<file path="src/hdl/clock_gen_status_pkg.sv">
package clock_gen_status_pkg;

    // ==================================================
    // Bus geometry
    localparam int ADDR_W = 12;
    localparam int DATA_W = 32;

    // ==================================================
    // Register byte offsets
    localparam logic [ADDR_W-1:0] STATUS_PRIMARY_OFF = 12'h000;
    localparam logic [ADDR_W-1:0] STATUS_SECONDARY_OFF = 12'h004;
    localparam logic [ADDR_W-1:0] CONTROL_OFF = 12'h008;

    // ==================================================
    // Primary status fields
    localparam int ACT_MODE_LSB = 6;
    localparam int REF_SRC_BIT = 5;
    localparam int LOCK_LOST_BIT = 4;
    localparam int LOCK_BIT = 3;
    localparam int CLOCK_LOST_BIT = 2;
    localparam int EXT_REF_BIT = 1;
    localparam int IRQ_FLAG_BIT = 0;

    // ==================================================
    // Secondary status fields
    localparam int OSC_STABLE_BIT = 0;

    // ==================================================
    // Control fields
    localparam int LOCK_RE_BIT = 7;
    localparam int MODE_SEL_LSB = 3;
    localparam int CLOCK_RE_BIT = 2;

    // ==================================================
    // Reset values and counts
    localparam logic [1:0] MODE_SEL_RST = 2'h0;
    localparam logic [1:0] STABLE_SAMPLES = 2'h2;

    // ==================================================
    // Clock modes
    typedef enum logic [1:0] {
        MODE_SELF = 2'h0,
        MODE_FLL_INT = 2'h1,
        MODE_BYPASS_EXT = 2'h2,
        MODE_FLL_EXT = 2'h3
    } clk_mode_t;

endpackage : clock_gen_status_pkg

</file>
<file path="src/hdl/clock_gen_status_flags.sv">
// The APB slave port and the register offsets were chosen for this implementation.
`timescale 1ns/1ps

module clock_gen_status_flags (
    input wire logic pclk,
    input wire logic presetn,
    input wire logic psel,
    input wire logic penable,
    input wire logic pwrite,
    input wire logic [clock_gen_status_pkg::ADDR_W-1:0] paddr,
    input wire logic [clock_gen_status_pkg::DATA_W-1:0] pwdata,
    input wire logic [3:0] pstrb,
    output logic [clock_gen_status_pkg::DATA_W-1:0] prdata,
    output logic pready,
    output logic pslverr,
    input wire logic gen_off,
    input wire logic fll_lock_raw,
    input wire logic ext_ref_ok_raw,
    input wire logic ref_osc_selected_raw,
    input wire logic clock_lost_event,
    input wire logic dco_static,
    input wire logic dco_sample,
    input wire logic dco_err_in_tol,
    output logic [1:0] mode_select,
    output logic [1:0] active_mode_report,
    output logic dco_monitor_en,
    output logic irq_request,
    output logic reset_request
);
    import clock_gen_status_pkg::*;

    // ==================================================
    // Bus decode
    logic setup_ph;
    logic access_ph;
    logic wr_done;
    logic rd_done;
    logic hit_pri;
    logic hit_sec;
    logic hit_ctl;
    logic mapped;

    assign setup_ph = psel && !penable;
    assign access_ph = psel && penable;
    assign hit_pri = (paddr == STATUS_PRIMARY_OFF);
    assign hit_sec = (paddr == STATUS_SECONDARY_OFF);
    assign hit_ctl = (paddr == CONTROL_OFF);
    assign mapped = hit_pri || hit_sec || hit_ctl;
    assign pready = 1'b1;
    assign pslverr = access_ph && !mapped;
    assign wr_done = access_ph && pwrite && mapped;
    assign rd_done = access_ph && !pwrite && mapped;

    // ==================================================
    // Control register
    logic lock_re_reg;
    logic clock_re_reg;
    logic [1:0] mode_sel_reg;

    always_ff @(posedge pclk or negedge presetn) begin
        if (!presetn) begin
            lock_re_reg <= 1'b0;
            clock_re_reg <= 1'b0;
            mode_sel_reg <= MODE_SEL_RST;
        end else if (wr_done && hit_ctl && pstrb[0]) begin
            lock_re_reg <= pwdata[LOCK_RE_BIT];
            clock_re_reg <= pwdata[CLOCK_RE_BIT];
            mode_sel_reg <= pwdata[MODE_SEL_LSB +: 2];
        end
    end

    assign mode_select = mode_sel_reg;

    // ==================================================
    // Synchronisers
    logic [1:0] mode_s1_reg;
    logic [1:0] mode_s2_reg;
    logic lock_s1_reg;
    logic lock_s2_reg;
    logic ext_s1_reg;
    logic ext_s2_reg;
    logic ref_s1_reg;
    logic ref_s2_reg;

    always_ff @(posedge pclk or negedge presetn) begin
        if (!presetn) begin
            mode_s1_reg <= MODE_SEL_RST;
            mode_s2_reg <= MODE_SEL_RST;
            lock_s1_reg <= 1'b0;
            lock_s2_reg <= 1'b0;
            ext_s1_reg <= 1'b0;
            ext_s2_reg <= 1'b0;
            ref_s1_reg <= 1'b0;
            ref_s2_reg <= 1'b0;
        end else begin
            mode_s1_reg <= mode_sel_reg;
            mode_s2_reg <= mode_s1_reg;
            lock_s1_reg <= fll_lock_raw;
            lock_s2_reg <= lock_s1_reg;
            ext_s1_reg <= ext_ref_ok_raw;
            ext_s2_reg <= ext_s1_reg;
            ref_s1_reg <= ref_osc_selected_raw;
            ref_s2_reg <= ref_s1_reg;
        end
    end

    // ==================================================
    // Oscillator stable detection
    logic osc_stable_flag;
    logic [1:0] good_cnt_reg;

    always_ff @(posedge pclk or negedge presetn) begin
        if (!presetn) begin
            good_cnt_reg <= 2'h0;
            osc_stable_flag <= 1'b0;
        end else if (gen_off || dco_static) begin
            good_cnt_reg <= 2'h0;
            osc_stable_flag <= 1'b0;
        end else if (dco_sample) begin
            if (!dco_err_in_tol) begin
                good_cnt_reg <= 2'h0;
                osc_stable_flag <= 1'b0;
            end else if (good_cnt_reg == STABLE_SAMPLES - 2'h1) begin
                good_cnt_reg <= STABLE_SAMPLES;
                osc_stable_flag <= 1'b1;
            end else if (good_cnt_reg != STABLE_SAMPLES) begin
                good_cnt_reg <= good_cnt_reg + 2'h1;
            end
        end
    end

    // ==================================================
    // Active mode tracking
    clk_mode_t act_mode_reg;
    clk_mode_t act_mode_next;

    always_comb begin
        act_mode_next = clk_mode_t'(mode_s2_reg);
        if (mode_s2_reg[0] && !osc_stable_flag) begin
            act_mode_next = MODE_SELF;
        end
        if (mode_s2_reg == MODE_BYPASS_EXT && !ext_s2_reg) begin
            act_mode_next = MODE_SELF;
        end
    end

    always_ff @(posedge pclk or negedge presetn) begin
        if (!presetn) begin
            act_mode_reg <= MODE_SELF;
        end else if (!gen_off) begin
            act_mode_reg <= act_mode_next;
        end
    end

    assign active_mode_report = act_mode_reg;

    assign dco_monitor_en = !gen_off && (act_mode_reg == MODE_SELF) && osc_stable_flag;

    // ==================================================
    // Lock status and lock-lost detection
    logic engaged;
    logic lock_now;
    logic lock_prev_reg;
    logic engaged_prev_reg;
    logic lock_lost_ev;

    assign engaged = !gen_off && (act_mode_reg == MODE_FLL_INT || act_mode_reg == MODE_FLL_EXT);
    // Lock forced low when not engaged
    assign lock_now = engaged && lock_s2_reg;

    always_ff @(posedge pclk or negedge presetn) begin
        if (!presetn) begin
            lock_prev_reg <= 1'b0;
            engaged_prev_reg <= 1'b0;
        end else begin
            lock_prev_reg <= lock_now;
            engaged_prev_reg <= engaged;
        end
    end

    assign lock_lost_ev = engaged && engaged_prev_reg && lock_prev_reg && !lock_now;

    // ==================================================
    // Interrupt flag and clear sequence
    logic irq_flag_reg;
    logic clr_armed_reg;
    logic irq_event;
    logic irq_clear;

    // Lock event goes to interrupt when enable low
    // Clock event goes to interrupt when enable low
    assign irq_event = (lock_lost_ev && !lock_re_reg) || (clock_lost_event && !clock_re_reg);
    assign irq_clear = wr_done && hit_pri && pstrb[0] && pwdata[IRQ_FLAG_BIT] && clr_armed_reg;

    always_ff @(posedge pclk or negedge presetn) begin
        if (!presetn) begin
            clr_armed_reg <= 1'b0;
        end else if (irq_event || irq_clear) begin
            clr_armed_reg <= 1'b0;
        end else if (rd_done && hit_pri && irq_flag_reg) begin
            clr_armed_reg <= 1'b1;
        end
    end

    always_ff @(posedge pclk or negedge presetn) begin
        if (!presetn) begin
            irq_flag_reg <= 1'b0;
        end else if (irq_event) begin
            irq_flag_reg <= 1'b1;
        end else if (irq_clear) begin
            irq_flag_reg <= 1'b0;
        end
    end

    assign irq_request = irq_flag_reg;

    // ==================================================
    // Sticky loss flags
    logic lock_lost_sticky;
    logic clock_lost_sticky;

    always_ff @(posedge pclk or negedge presetn) begin
        if (!presetn) begin
            lock_lost_sticky <= 1'b0;
            clock_lost_sticky <= 1'b0;
        end else begin
            if (lock_lost_ev) begin
                lock_lost_sticky <= 1'b1;
            end else if (irq_clear) begin
                lock_lost_sticky <= 1'b0;
            end
            if (clock_lost_event) begin
                clock_lost_sticky <= 1'b1;
            end else if (irq_clear) begin
                clock_lost_sticky <= 1'b0;
            end
        end
    end

    assign reset_request = (lock_lost_sticky && lock_re_reg) ||
        (clock_lost_sticky && clock_re_reg);

    // ==================================================
    // Read data
    logic [7:0] pri_val;
    logic [7:0] sec_val;
    logic [DATA_W-1:0] rd_next;

    always_comb begin
        pri_val = 8'h00;
        pri_val[ACT_MODE_LSB +: 2] = act_mode_reg;
        pri_val[REF_SRC_BIT] = ref_s2_reg;
        pri_val[LOCK_LOST_BIT] = lock_lost_sticky;
        pri_val[LOCK_BIT] = lock_now;
        pri_val[CLOCK_LOST_BIT] = clock_lost_sticky;
        pri_val[EXT_REF_BIT] = ext_s2_reg;
        pri_val[IRQ_FLAG_BIT] = irq_flag_reg;
        sec_val = 8'h00;
        sec_val[OSC_STABLE_BIT] = osc_stable_flag;
        rd_next = '0;
        if (hit_pri) begin
            rd_next[7:0] = pri_val;
        end else if (hit_sec) begin
            rd_next[7:0] = sec_val;
        end else if (hit_ctl) begin
            rd_next[LOCK_RE_BIT] = lock_re_reg;
            rd_next[MODE_SEL_LSB +: 2] = mode_sel_reg;
            rd_next[CLOCK_RE_BIT] = clock_re_reg;
        end
    end

    always_ff @(posedge pclk or negedge presetn) begin
        if (!presetn) begin
            prdata <= '0;
        end else if (setup_ph && !pwrite) begin
            prdata <= rd_next;
        end
    end
endmodule : clock_gen_status_flags

</file>
<file path="config.mk">
export PLATFORM = sky130hd
export DESIGN_NAME = clock_gen_status_flags
export DESIGN_NICKNAME = d
export VERILOG_FILES = /design/src/hdl/clock_gen_status_pkg.sv /design/src/hdl/clock_gen_status_flags.sv
export SDC_FILE = /design/constraint.sdc
export NUM_CORES = 1
export LEC_CHECK = 0
export BUFFER_PORTS_ARGS = -buffer_cell sky130_fd_sc_hd__buf_2
export CAP_MARGIN = 20
export CORE_ASPECT_RATIO = 1.75
export CORE_UTILIZATION = 42
export DETAILED_ROUTE_END_ITERATION = 8
export GPL_TIMING_DRIVEN = 0
export PLACE_DENSITY = 0.83
export RECOVER_POWER = 50
export SLEW_MARGIN = 20
export SYNTH_ARGS = -nofsm -noshare
export SYNTH_HDL_FRONTEND = slang
export SYNTH_SLANG_ARGS = --single-unit
</file>
<file path="constraint.sdc">
create_clock -name pclk -period 1.6 [get_ports pclk]
set_input_delay 0.24 -clock pclk [delete_from_list [all_inputs] [get_ports pclk]]
set_output_delay 0.24 -clock pclk [all_outputs]
set_load 0.01 [all_outputs]
</file>
==> metrics.csv <==
metric,value,unit
synthAdderAreaFrac,0.0159,
period_share,0.894,
n_antenna_cell,0,
synth_top_area_frac,0.524,
power_frac_clock,0.399,
wl_per_cell,11.1,um
start_kind,primary input,
fmax,699,MHz
r2r-start,active_mode_report[0]$_DFFE_PN0N_,
setup_slack,0.170,ns
endpoint_kind,output port,
relSlewSlack,0.485,
grtUsageTotal,0.162,
p_leak,1.10,nW
cts_sinks,33,
cts_setup_buffers,0,
final_cell_mix,"45 x buf_2, 33 x dfrtp_1, 25 x buf_4, 25 x conb_1, 14 x nand2_1",
fillCellCount,322,
p_per_area,828,mW/mm^2
hold_class,primary input to asynchronous set/reset pin,
start_util,0.439,
port_buffers,45,
placed_cells,259,
muxShareOfSynthArea,0.0349,
coreArea,0.00359,mm^2
ys_seq_area_frac,0.524,
finalWorstPathRequiredPeriod,1.43,ns
rsz0062_at_grt,no,
cp_data_arrival_time,1.19,ns
required,1.36,ns
mostFrequentLayoutCell,buf_2,
die_area,0.00401,mm^2
post_cts_resized,0,
drc,0,
power.switching,0.000383,W
regMostFlops,prdata,
dp.final_hpwl,2290,um
hold_violations,0,
grt_pass1_wl,4500,um
overflow,0,
ys_types,34,
antenna_left,0,
tns,0,ns
drive_gt1_frac,0.394,
p_int,0.00131,W
power_frac_seq,0.500,
reg2reg_slack,0.27,ns
run_status,completed,
ys_top_cells_by_area,"dfrtp_1 52%, buf_4 12%, nand2_1 3.3%, a21o_1 2.9%, a22o_1 2.8%",
crit_type,primary input to output port,
wl,2950,um
via_per_inst,4.49,
fin_nets,283,
first_pass_iters,4,
stdcell_count,267,
synth-xor-area-share,0,
vdd_ir_drop_max,767,uV
switching_share,0.226,
pin_count,102,
dpl_cell_area,0.00194,mm^2
setup_violations,0,
drtIter0Drc,19,
core.rowCount,29,
numCtsBuffers,5,
dieWidth,48.3,um
clock_latency,0.28,ns
slew_viol_final,0,
finish.instance_area,0.00205,mm^2
cp_max_fo,4,
combPwrFrac,0.101,
grt_pass1_vias,1059,
die_y,83.0,um
grt_max_degree,34,
cts-root-buf,clkbuf_8,
routed-via-count,1200,
antenna_found_initial,0,
htreeDepth,2,
r2r_cells,4,
synth_seq_cells,33,
cts_buffer_depth,2,
cts_tree,built,
postLayoutCoreUtil,0.569,
area_growth,29.9,%
ys_warn_count,0,
clock_skew,0.00158,ns
tightestPinTransition,0.773,ns
synth_top_family_by_area,simple AND/OR/NAND/NOR gates,
hold_buffers,0,
synth_area_leader_cell,dfrtp_1,
postSynthCellCount,145,
path_clk_slew,0.06,ns
synth-simple-area-share,0.162,
syn_area,0.00158,mm^2
largest_reg_flops,8,
avgSynthCellArea,10.9,um^2
cap_violations,0,
r2r_end,clr_armed_reg$_DFFE_PN0P_,
synth_compound_area_frac,0.112,
finalWeightedCongestion,0.812,
place_ws,-0.112,ns
cell families (layout without fill, tap and decap cells):
group | Yosys count | in the layout
AND/OR/NAND/NOR | 41 | 41
buffers and inverters | 36 | 89
flip-flops | 33 | 33
AO/OA/AOI/OAI | 26 | 26
multiplexers | 5 | 5
adder cells (fa/ha/maj) | 2 | 2
other | 2 | 25
per-stage QoR:
stage | hold slack (ns) | total power [W]
detailed placement | 0.330 | 0.00103
CTS | 0.0236 | 0.00172
floorplan | -0.0556 | 0.000961
global placement | 0.323 | 0.00103
global route | 0.0467 | 0.00178
finish | 0.0240 | 0.00169
cells in the mapped netlist (all sizes together):
master / count
nand3: 1
buf: 26
dfrtp: 33
a21oi: 4
conb: 2
nand4: 3
nor3: 5
and3: 1
o32ai: 1
ha: 2
nand2: 14
nor2: 4
mux2i: 1
and2: 1
a2111oi: 1
nor4b: 2
a31oi: 1
o2bb2ai: 1
nor2b: 1
nor3b: 3
nand3b: 2
a21o: 6
o21ai: 7
mux2: 4
or3b: 1
nor4: 2
inv: 9
a22o: 5
or3: 1
clkbuf: 1
critical path, stage by stage:
cell and delay (ns):
buf_2 0.11, nor4_4 0.35, and3_1 0.27, a21oi_1 0.07, buf_2 0.14
layout make-up:
class | count | area [um^2] | share of cell area
inverters | 9 | 33.8 | 0.0165
repair buffers | 45 | 225 | 0.110
plain buffers | 27 | 196 | 0.0960
well taps | 46 | 57.6 | 0.0281
clock inverters | 1 | 5.00 | 0.00245
multi-input cells | 99 | 606 | 0.296
clock buffers | 7 | 96.3 | 0.0471
flip-flops and latches | 33 | 826 | 0.404
layer usage:
metal / wire, um / vias up / track usage
met5: 0 / - / 0
met4: 72 / 0 / 0.0732
met3: 188 / 9 / 0.0587
met2: 1580 / 46 / 0.264
met1: 1110 / 548 / 0.172
li1: - / 597 / -
worst max path at each step:
| stage | start | end | cells past startpoint |
|---|---|---|---|
| floorplan | paddr[9] | clock_re_reg$_DFFE_PN0P_ | 4 |
| global placement | paddr[9] | clock_re_reg$_DFFE_PN0P_ | 5 |
| detailed placement | paddr[9] | lock_re_reg$_DFFE_PN0P_ | 5 |
| CTS | active_mode_report[0]$_DFFE_PN0N_ | dco_monitor_en | 2 |
| global route | active_mode_report[0]$_DFFE_PN0N_ | dco_monitor_en | 2 |
| finish | paddr[9] | pslverr | 5 |
power by group through the flow:
stage	Sequential, W	Combinational, W	Clock [W]
5_1_grt	0.000847	0.000189	0.000746
6_report	0.000847	0.000172	0.000675
2_1_floorplan	0.000862	0.0000995	0
4_1_cts	0.000847	0.000171	0.000701
3_3_place_gp	0.000862	0.000168	0
3_5_place_dp	0.000863	0.000170	0
Note: power is estimated with default switching activity, not from simulation.
